## src/plrs_pkg.sv

```systemverilog
// package of constants and carrier types for the panel lockout and reference status block
//
// Overview of operation
// - one second hold locks an enabled panel
// - configured inactivity timeout locks the panel
// - three second hold re-enables the panel
// - re-enable restarts the inactivity timeout count
// - enable lamp lit exactly while panel enabled
// - internal reference lamp steady when internal used
// - external lamp steady when external reference locked
// - external lamp blinks when external lock fails
// - fan warning relocks five minutes after activity
package plrs_pkg;

	// ****************************************************************
	// timing
	// ****************************************************************
	localparam int unsigned CLK_FREQ_HZ    = 100_000_000;        // system clock rate
	localparam int unsigned LOCK_HOLD_MS   = 1000;               // hold time to lock
	localparam int unsigned UNLOCK_HOLD_MS = 3000;               // hold time to unlock
	localparam int unsigned FAN_IDLE_S     = 300;                // five minutes
	localparam int unsigned DEBOUNCE_US    = 10_000;             // contact bounce filter
	localparam int unsigned BLINK_HALF_MS  = 250;                // blink half period
	localparam int unsigned TICK_US        = 1000;               // millisecond tick
	localparam int unsigned TICK_CYCLES    = CLK_FREQ_HZ / 1_000_000 * TICK_US;
	localparam int unsigned DEBOUNCE_MS    = DEBOUNCE_US / TICK_US;
	localparam int unsigned FAN_IDLE_MS    = FAN_IDLE_S * 1000;
	localparam int unsigned MS_W           = 32;                 // millisecond counter width

	// ****************************************************************
	// carrier types
	// ****************************************************************
	// reference status from the lock detector
	typedef struct packed {
		logic ext_selected;                                  // external reference chosen
		logic ext_locked;                                    // lock achieved
	} plrs_ref_t;

	// lamp outputs
	typedef struct packed {
		logic enable_lamp;                                   // lamp beside lock button
		logic internal_ref_lamp;                             // internal reference lamp
		logic external_ref_lamp;                             // external reference lamp
	} plrs_lamps_t;

	// panel lock state
	typedef enum logic [0:0] {
		PLRS_LOCKED  = 1'b0,
		PLRS_ENABLED = 1'b1
	} plrs_state_t;

endpackage

```

## src/plrs_panel_lockout.sv

```systemverilog
// panel lockout controller with reference status lamps
`timescale 1ns/1ps

module plrs_panel_lockout
	import plrs_pkg::*;
#(
	parameter int unsigned LOCK_MS     = LOCK_HOLD_MS,         // lock hold, ms
	parameter int unsigned UNLOCK_MS   = UNLOCK_HOLD_MS,       // unlock hold, ms
	parameter int unsigned FAN_MS      = FAN_IDLE_MS,          // fan relock idle, ms
	parameter int unsigned TICK_CYC    = TICK_CYCLES           // cycles per ms tick
)
(
	// clock and reset
	input  wire logic        clock,
	input  wire logic        sys_rst,
	// front panel buttons (raw pins)
	input  wire logic        lock_button,                      // lock/unlock button, high pressed
	input  wire logic        any_button,                       // any other button pressed
	// configuration and status from the instrument
	input  wire logic [31:0] timeout_ms,                       // inactivity period, 0 = none
	input  wire logic        fan_fail,                         // fan failure warning
	input  wire plrs_ref_t   ref_status,                       // reference detector
	// outputs
	output plrs_lamps_t      lamps,                            // lamp drive
	output logic             panel_enabled                     // buttons accepted
);

	// ****************************************************************
	// parameter checks
	// ****************************************************************
	if (LOCK_MS == 0 || UNLOCK_MS <= LOCK_MS || TICK_CYC < 2 || FAN_MS == 0)
		$error("plrs_panel_lockout: unsupported timing parameters");

	// ****************************************************************
	// input synchronisers
	// ****************************************************************
	logic [4:0] sync1_q;                                       // first stage, read only by second
	logic [4:0] sync2_q;                                       // second stage
	always_ff @(posedge clock or posedge sys_rst)
	begin
		if (sys_rst)
		begin
			sync1_q <= 5'h00;
			sync2_q <= 5'h00;
		end
		else
		begin
			sync1_q <= {lock_button, any_button, fan_fail, ref_status.ext_selected,
				ref_status.ext_locked};
			sync2_q <= sync1_q;
		end
	end
	logic lock_s;
	logic any_s;
	logic fan_s;
	plrs_ref_t ref_s;
	assign lock_s           = sync2_q[4];
	assign any_s            = sync2_q[3];
	assign fan_s            = sync2_q[2];
	assign ref_s            = sync2_q[1:0];

	// ****************************************************************
	// millisecond tick
	// ****************************************************************
	logic [31:0] tick_cnt_q;
	logic        tick_q;                                       // one cycle per ms
	always_ff @(posedge clock or posedge sys_rst)
	begin
		if (sys_rst)
		begin
			tick_cnt_q <= 32'h0;
			tick_q     <= 1'b0;
		end
		else if (tick_cnt_q == TICK_CYC - 1)
		begin
			tick_cnt_q <= 32'h0;
			tick_q     <= 1'b1;
		end
		else
		begin
			tick_cnt_q <= tick_cnt_q + 32'h1;
			tick_q     <= 1'b0;
		end
	end

	// ****************************************************************
	// debounce of the lock button
	// ****************************************************************
	// state changes only after the raw level stays put for the filter time
	logic [7:0] db_cnt_q;
	logic       lock_db_q;                                     // debounced press
	always_ff @(posedge clock or posedge sys_rst)
	begin
		if (sys_rst)
		begin
			db_cnt_q  <= 8'h00;
			lock_db_q <= 1'b0;
		end
		else if (lock_s == lock_db_q)
			db_cnt_q <= 8'h00;
		else if (tick_q)
		begin
			if (db_cnt_q >= 8'(DEBOUNCE_MS))
			begin
				lock_db_q <= lock_s;
				db_cnt_q  <= 8'h00;
			end
			else
				db_cnt_q <= db_cnt_q + 8'h01;
		end
	end

	// other buttons are only activity hints; a bounce merely restarts the timer twice
	logic any_prev_q;
	always_ff @(posedge clock or posedge sys_rst)
	begin
		if (sys_rst)
			any_prev_q <= 1'b0;
		else
			any_prev_q <= any_s;
	end
	logic press_evt;
	assign press_evt = any_s & ~any_prev_q;

	// ****************************************************************
	// hold timer; one action per press
	// ****************************************************************
	logic [MS_W-1:0] hold_ms_q;
	logic            hold_done_q;                              // action taken this press
	logic            hold_lock;
	logic            hold_unlock;
	plrs_state_t     state_q;
	assign hold_lock   = lock_db_q & ~hold_done_q & (state_q == PLRS_ENABLED)
		& (hold_ms_q >= MS_W'(LOCK_MS));
	assign hold_unlock = lock_db_q & ~hold_done_q & (state_q == PLRS_LOCKED)
		& (hold_ms_q >= MS_W'(UNLOCK_MS));
	always_ff @(posedge clock or posedge sys_rst)
	begin
		if (sys_rst)
		begin
			hold_ms_q   <= '0;
			hold_done_q <= 1'b0;
		end
		else if (!lock_db_q)
		begin
			// release before threshold just clears the timer
			hold_ms_q   <= '0;
			hold_done_q <= 1'b0;
		end
		else
		begin
			if (tick_q && !hold_done_q)
				hold_ms_q <= hold_ms_q + MS_W'(1);
			if (hold_lock || hold_unlock)
				hold_done_q <= 1'b1;
		end
	end

	// ****************************************************************
	// inactivity timer
	// ****************************************************************
	// counts ms since the last button activity; restarts on re-enable
	logic [MS_W-1:0] idle_ms_q;
	logic            activity;
	assign activity = press_evt | lock_db_q | hold_unlock;
	always_ff @(posedge clock or posedge sys_rst)
	begin
		if (sys_rst)
			idle_ms_q <= '0;
		else if (activity || state_q == PLRS_LOCKED)
			idle_ms_q <= '0;
		else if (tick_q && idle_ms_q != '1)
			idle_ms_q <= idle_ms_q + MS_W'(1);
	end
	logic timeout_hit;
	logic fan_hit;
	assign timeout_hit = (timeout_ms != 32'h0) && (idle_ms_q >= timeout_ms);
	assign fan_hit     = fan_s && (idle_ms_q >= MS_W'(FAN_MS));

	// fan warning onset locks the panel once
	logic fan_prev_q;
	always_ff @(posedge clock or posedge sys_rst)
	begin
		if (sys_rst)
			fan_prev_q <= 1'b0;
		else
			fan_prev_q <= fan_s;
	end

	// ****************************************************************
	// panel state
	// ****************************************************************
	always_ff @(posedge clock or posedge sys_rst)
	begin
		if (sys_rst)
			state_q <= PLRS_ENABLED;
		else
		begin
			case (state_q)
				PLRS_ENABLED:
				begin
					if (hold_lock || timeout_hit)
						state_q <= PLRS_LOCKED;
					else if ((fan_s && !fan_prev_q) || fan_hit)
						state_q <= PLRS_LOCKED;
				end
				PLRS_LOCKED:
				begin
					if (hold_unlock)
						state_q <= PLRS_ENABLED;
				end
				default:
					state_q <= PLRS_ENABLED;
			endcase
		end
	end

	// ****************************************************************
	// blink generator and lamps
	// ****************************************************************
	logic [15:0] blink_ms_q;
	logic        blink_q;
	always_ff @(posedge clock or posedge sys_rst)
	begin
		if (sys_rst)
		begin
			blink_ms_q <= 16'h0000;
			blink_q    <= 1'b0;
		end
		else if (tick_q)
		begin
			if (blink_ms_q >= 16'(BLINK_HALF_MS - 1))
			begin
				blink_ms_q <= 16'h0000;
				blink_q    <= ~blink_q;
			end
			else
				blink_ms_q <= blink_ms_q + 16'h0001;
		end
	end

	// lamps registered straight to the pins
	always_ff @(posedge clock or posedge sys_rst)
	begin
		if (sys_rst)
		begin
			lamps         <= '0;
			panel_enabled <= 1'b0;
		end
		else
		begin
			panel_enabled           <= (state_q == PLRS_ENABLED);
			lamps.enable_lamp       <= (state_q == PLRS_ENABLED);
			lamps.internal_ref_lamp <= ~ref_s.ext_selected;
			if (ref_s.ext_selected && ref_s.ext_locked)
				lamps.external_ref_lamp <= 1'b1;
			else if (ref_s.ext_selected)
				lamps.external_ref_lamp <= blink_q;
			else
				lamps.external_ref_lamp <= 1'b0;
		end
	end

endmodule // plrs_panel_lockout

```

## config.mk

```make
export PLATFORM = sky130hd
export DESIGN_NAME = plrs_panel_lockout
export DESIGN_NICKNAME = d
export VERILOG_FILES = /design/src/plrs_pkg.sv /design/src/plrs_panel_lockout.sv
export SDC_FILE = /design/constraint.sdc
export NUM_CORES = 1
export LEC_CHECK = 0
export BUFFER_PORTS_ARGS = -buffer_cell sky130_fd_sc_hd__buf_2
export CAP_MARGIN = 40
export CORE_MARGIN = 5
export CORE_UTILIZATION = 60
export CTS_CLUSTER_SIZE = 16
export DETAILED_ROUTE_END_ITERATION = 10
export PLACE_DENSITY = 0.75
export SLEW_MARGIN = 10
export SYNTH_ARGS = -nofsm -noshare
export SYNTH_HDL_FRONTEND = slang
export SYNTH_SLANG_ARGS = --single-unit
export TNS_END_PERCENT = 20
```

## constraint.sdc

```tcl
create_clock -name clock -period 11.59 [get_ports clock]
set_clock_uncertainty 0.15 [all_clocks]
set_input_delay 1.7385 -clock clock [delete_from_list [all_inputs] [get_ports clock]]
set_output_delay 1.7385 -clock clock [all_outputs]
set_load 0.01 [all_outputs]
```

== Word-level counts from Yosys, hierarchy flattened ==
Cells that the tools add are included.
Widths: inputs -> output; s select.

* Bits in registers: 140
* Logic and storage cells: 82
* Output and inout bits: 4
* Bits of input ports: 39

* Bitwise operators: 14
* Muxes and demuxes: 18
* Eq/ne operators: 5
* Reduce and logical (&&, ||, !) cells: 17
* Magnitude comparators: 6
* $add $sub $neg: 5

{| class="wikitable"
|+ Operators with widths
! kind !! number
|-
| $mux 32 || 5
|-
| $add 32x1->32 const B || 3
|-
| $eq 32x17->1 const B || 1
|-
| $ge 32x10->1 const B || 1
|-
| $ge 32x12->1 const B || 1
|-
| $ge 32x19->1 const B || 1
|-
| $ge 32x32->1 || 1
|-
| $ne 32x32->1 const B || 1
|-
| $reduce_bool 32->1 || 1
|-
| $mux 8 || 3
|-
| $add 16x1->16 const B || 1
|-
| $ge 16x8->1 const B || 1
|-
| $mux 16 || 1
|-
| $add 8x1->8 const B || 1
|-
| $ge 8x4->1 const B || 1
|-
| $mux 1 || 8
|-
| $and 1x1->1 || 6
|-
| $logic_and 1x1->1 || 6
|-
| $not 1->1 || 6
|-
| $logic_or 1x1->1 || 4
|-
| $ne 2x1->1 const B || 2
|-
| $reduce_bool 2->1 || 2
|-
| $reduce_and 3->1 || 1
|-
| $logic_not 1->1 || 2
|-
| 4 further kinds || 5
|}

== Longest topological paths before layout ==
* Depth after elaboration: 7
* Depth in mapped cells: 8

== Least setup slack after synthesis ==
OpenSTA, ideal clock, no wires.

* Kind: input to register
* Start point: in timeout_ms[14]
* End point: reg state_q
* Data required time: 11.360 ns
* Library setup time: 0.080 ns
* Arrival: 3.212 ns
* Cell stages on the path: 8
* Setup slack: 8.148 ns
* Path through: inv_1 -> ha_1 -> nand4_1 -> or3_1 -> o32ai_1 -> o41a_1 -> o22ai_1 -> a32o_1

* Word-level cells in the longest chain between the ends: 5
* Elaborated cells on any way between the ends: 6
* Classes of those cells: order compare: 1; mux: 2; reduce/logical: 3

{| class="wikitable"
|+ RTL lines
! what !! line !! text
|-
| start: declaration || plrs_panel_lockout.sv:20 || <nowiki>input wire logic [31:0] timeout_ms,</nowiki>
|-
| $ge 32x32->1 / $reduce_bool 32->1 (equally long branches) || plrs_panel_lockout.sv:177 || <nowiki>assign timeout_hit = (timeout_ms != 32'h0) && (idle_ms_q >= timeout_ms);</nowiki>
|-
| $logic_and 1x1->1 (*) || plrs_panel_lockout.sv:177 ||
|-
| $logic_or 1x1->1 (*) || plrs_panel_lockout.sv:202 || <nowiki>if (hold_lock || timeout_hit)</nowiki>
|-
| $mux 1 (*) || plrs_panel_lockout.sv:202 ||
|-
| $pmux 1 s2 (*) || plrs_panel_lockout.sv:199 || <nowiki>case (state_q)</nowiki>
|-
| end signal: assignment || plrs_panel_lockout.sv:203 || <nowiki>state_q <= PLRS_LOCKED;</nowiki>
|-
| end signal: assignment || plrs_panel_lockout.sv:205 || <nowiki>state_q <= PLRS_LOCKED;</nowiki>
|-
| end signal: assignment || plrs_panel_lockout.sv:210 || <nowiki>state_q <= PLRS_ENABLED;</nowiki>
|-
| end: declaration || plrs_panel_lockout.sv:132 || <nowiki>plrs_state_t state_q;</nowiki>
|}

Every way passes the cells marked *; elsewhere a longest branch is shown, timed or not.
A chain may end at the register's enable or synchronous reset.

== Worst setup path after layout ==
* Start point: in timeout_ms[0]
* End point: reg state_q

The elaborated chain is that of the path after synthesis.

==> metrics.md <==
| Metric | Value |
|---|---|
| Layout Nets | 914 |
| CTS resizes | 0 |
| Fmax | about 0.31 GHz |
| Delay-heaviest family, CP | compound AO/OA/AOI/OAI gates |
| Crit path required time | ~12,000 ps |
| Top-count cell post-synth | dfrtp_1 |
| Floorplan die width | roughly 120 um |
| Core footprint | between 0.01 and 0.015 sq mm |
| Switching share of total power | 0.208 |
| Critical Path Sink Type | flop |
| Vias in the first global route | just under 6,000 |
| Max-cap violation count | 0 |
| CP max stage delay | 420 ps |
| Synth top area cells | dfrtp_1 46%, xnor2_1 8.0%, ha_1 6.9% |
| Clock Power Share | 0.539 |
| Cell row count | 41 |
| Count of different cell masters after synthesis | a little under 60 |
| Initial Util | 0.605 |
| First-pass GRT wire length | around 28,000 um |
| Worst-path cell chain | buf_2 -> ha_1 -> nand2b_1 -> a2111oi_0 -> o32ai_1 -> o41a_1 -> o22ai_1 -> a32o_1 |
| Worst vdd ir | 131 uV |
| Layout area overhead | 14.6% |
| Synth top cells by count | 139 x dfrtp_1, 83 x nor2_1, 69 x xnor2_1 |
| Area share of the largest cell type after synthesis | 0.459 |
| Netlist Area Pre-Place | between 0.007 and 0.008 sq mm |
| Class of the worst hold path | reg2reg |
| Critical path class | in2reg |
| Synth area leader | dfrtp_1 |
| I/O pin count | 43 |
| Period utilisation layout | 0.283 |
| Final setup TNS | 0 ps |
| IO Port Bufs | 42 |
| Gr usage total | 0.233 |
| Vias | about 6,000 |
| Post-synth EDFFs | 0 |
| N_diodes | 0 |
| Asr flop ratio synth | 1.00 |
| NetSw | 0.000235 W |
| Drt first pass iters | 5 |
| Status | complete, no violations |
| Initial antenna violation count | 0 |
| Crit path DAT | around 3500 ps |
| Routed Antenna Nets | 0 |
| Cell Count, Final, Fillers Out | 1,018 |
| Final Wtd Congestion | between 0.8 and 0.9 |
| Seq cells post-synth | 140 |
| Post-synthesis sequential area ratio | 0.463 |
| Pins Over Slew Limit | 0 |
| Largest net degree at the start of global routing | 76 |
| Placed cell count | roughly 990 |
| CP max-delay cell | a2111oi_0 |
| Sequential power share | 0.435 |
| Latest clock arrival within the worst-skew pair | around 430 ps |
| Worst-path clk slew | 60 ps |
| Fin area | 0.00868 sq mm |
| Hold Fails Final Rpt | 0 |
| Post-Synthesis Cells | ~780 |
| CTS root buf | clkbuf_16 |
| Vias per Instance | just under 6 |
| Die Footprint | roughly 0.015 sq mm |
| Final setup fails | 0 |
| Comb pwr share | 0.026 |
| Num CTS Buffers | 17 |
| H-tree Lvls | 4 |
| Slew at the pin closest to its max-slew limit | 856 ps |
| Clock Path Buffers | 2 |
| Post-detail-place hpwl | approximately 11,000 um |
| Die H | ~120 um |
| Wirelength per Cell | approximately 16 um |
| Placed Area | 0.00802 sq mm |
| Rel. slew slack | 0.424 |
| Power density cells | approximately 130 mW/mm^2 |
| Global route overflow | 0 |
| Wirelength, routed | 16,400 um |
| Final Power | 0.00113 W |
| 1st-iter DRT viols | a little under 500 |
| Hold buffers post-CTS | 0 |
| Crit Path Max Fanout | 2 |
| Ys Warns | 0 |
| Post-synthesis net count | ~860 |
| RSZ-0062 raised after global routing | no |
| CP bufs+invs | 1 |
| Predominant post-synthesis flop cell | dfrtp_1 |
| Post-CTS setup buffers | 0 |
| Final min period | between 3000 and 4000 ps |
| Critical Path Start Type | input pin |
| DRC viols | 0 |
| Syn_area_per_cell | a little under 10 sq um |
| Internal | 0.000896 W |
| Layout cells sized above 1 | 0.110 |
| CTS tree | yes |
| TritonCTS Sinks | 140 |
| Leakage | ~4 nW |
power by group through the flow:
stage,Combinational (W),Clock (W),Sequential [W]
2_1_floorplan,0.0000155,0,0.000501
3_3_place_gp,0.0000282,0,0.000501
3_5_place_dp,0.0000299,0,0.000501
4_1_cts,0.0000303,0.000621,0.000492
5_1_grt,0.0000344,0.000641,0.000492
6_report,0.0000296,0.000609,0.000492
state kept, by name (all words and copies together), names as in the netlist:
name	flops
tick_cnt_q	32
hold_done_q	1
sync2_q	5
tick_q	1
fan_prev_q	1
db_cnt_q	8
any_prev_q	1
sync1_q	5
blink_q	1
blink_ms_q	16
hold_ms_q	32
panel_enabled	1
state_q	1
idle_ms_q	32
lamps	2
lock_db_q	1
worst register-to-register path, cell delays in order, from the launching register on:
cell      delay (ps)
dfrtp_1          860
nand4b_1         240
nor4_1           800
and4_1           400
nand3_1          120
xnor2_1          140
and2_1           150
final cells by class:
class,instances,area [sq um]
Clock inverter,13,211
Fill cell,975,3830
Timing Repair Buffer,49,279
Inverter,47,181
Tap cell,172,215
Sequential cell,140,3500
Clock buffer,19,453
Multi-Input combinational cell,578,3840
per-stage QoR:
step	hold WS (ps)	utilization	worst slack [ps]
2_1_floorplan	181	-	5950
3_3_place_gp	185	0.637	7940
3_5_place_dp	187	0.641	7870
4_1_cts	200	0.694	8330
5_1_grt	208	0.694	8190
6_report	204	0.694	8310
layer usage:
metal	global-route usage	vias to the layer above	routed length (um)
met2	0.385	183	8020
li1	-	2850	-
met5	0	-	0
met3	0.0479	45	832
met1	0.300	2912	7130
met4	0.0973	0	407
layout by cell type, fill, tap and decap left out, types with 2 or more instances in the layout:
cell type	instances
clkbuf_8	2
xor2_1	25
bufinv_16	5
clkinv_2	2
nor3b_1	3
xnor2_1	69
or2_2	4
clkbuf_16	17
clkinv_4	2
inv_1	46
and4_1	13
nor2_1	83
a21boi_0	3
o22ai_1	2
nand2b_1	7
nor4_1	27
a2111oi_0	2
dfrtp_1	139
nor2b_1	4
buf_4	5
a2111oi_1	2
ha_1	42
nand3_1	50
nand4_1	31
and3_1	23
o31ai_1	3
a221oi_1	2
inv_6	4
a21oi_1	13
nor4b_1	3
a21o_1	7
o21ai_0	20
a211oi_1	3
nand4_4	2
nand2_1	57
and2_1	33
nor3_1	15
or3_1	3
a31oi_1	5
buf_2	42
worst paths after layout:
check | startpoint | endpoint | slack (ps) | cells after the start
setup / recovery | timeout_ms[0] | state_q | 8310 | 8
hold / removal | sync1_q[3] | sync2_q[3] | 200 | 0
setup reg to reg | tick_q | hold_ms_q[30] | 8620 | 6
hold reg to reg | sync1_q[3] | sync2_q[3] | 200 | 0
max in group asynchronous | sys_rst | blink_ms_q[11] | 8740 | 3
min in group asynchronous | sys_rst | hold_ms_q[17] | 1280 | 2
logic make-up after synthesis:
kind of cell,synth area share
buffers and inverters,0.0306
AOI/OAI and AO/OA,0.0674
xor gates and xnor gates,0.109
adders and majority gates,0.0694
and+or+nand+nor,0.259
muxes,0.00281
DFF,0.463
Power figures use the tool's default switching activity.
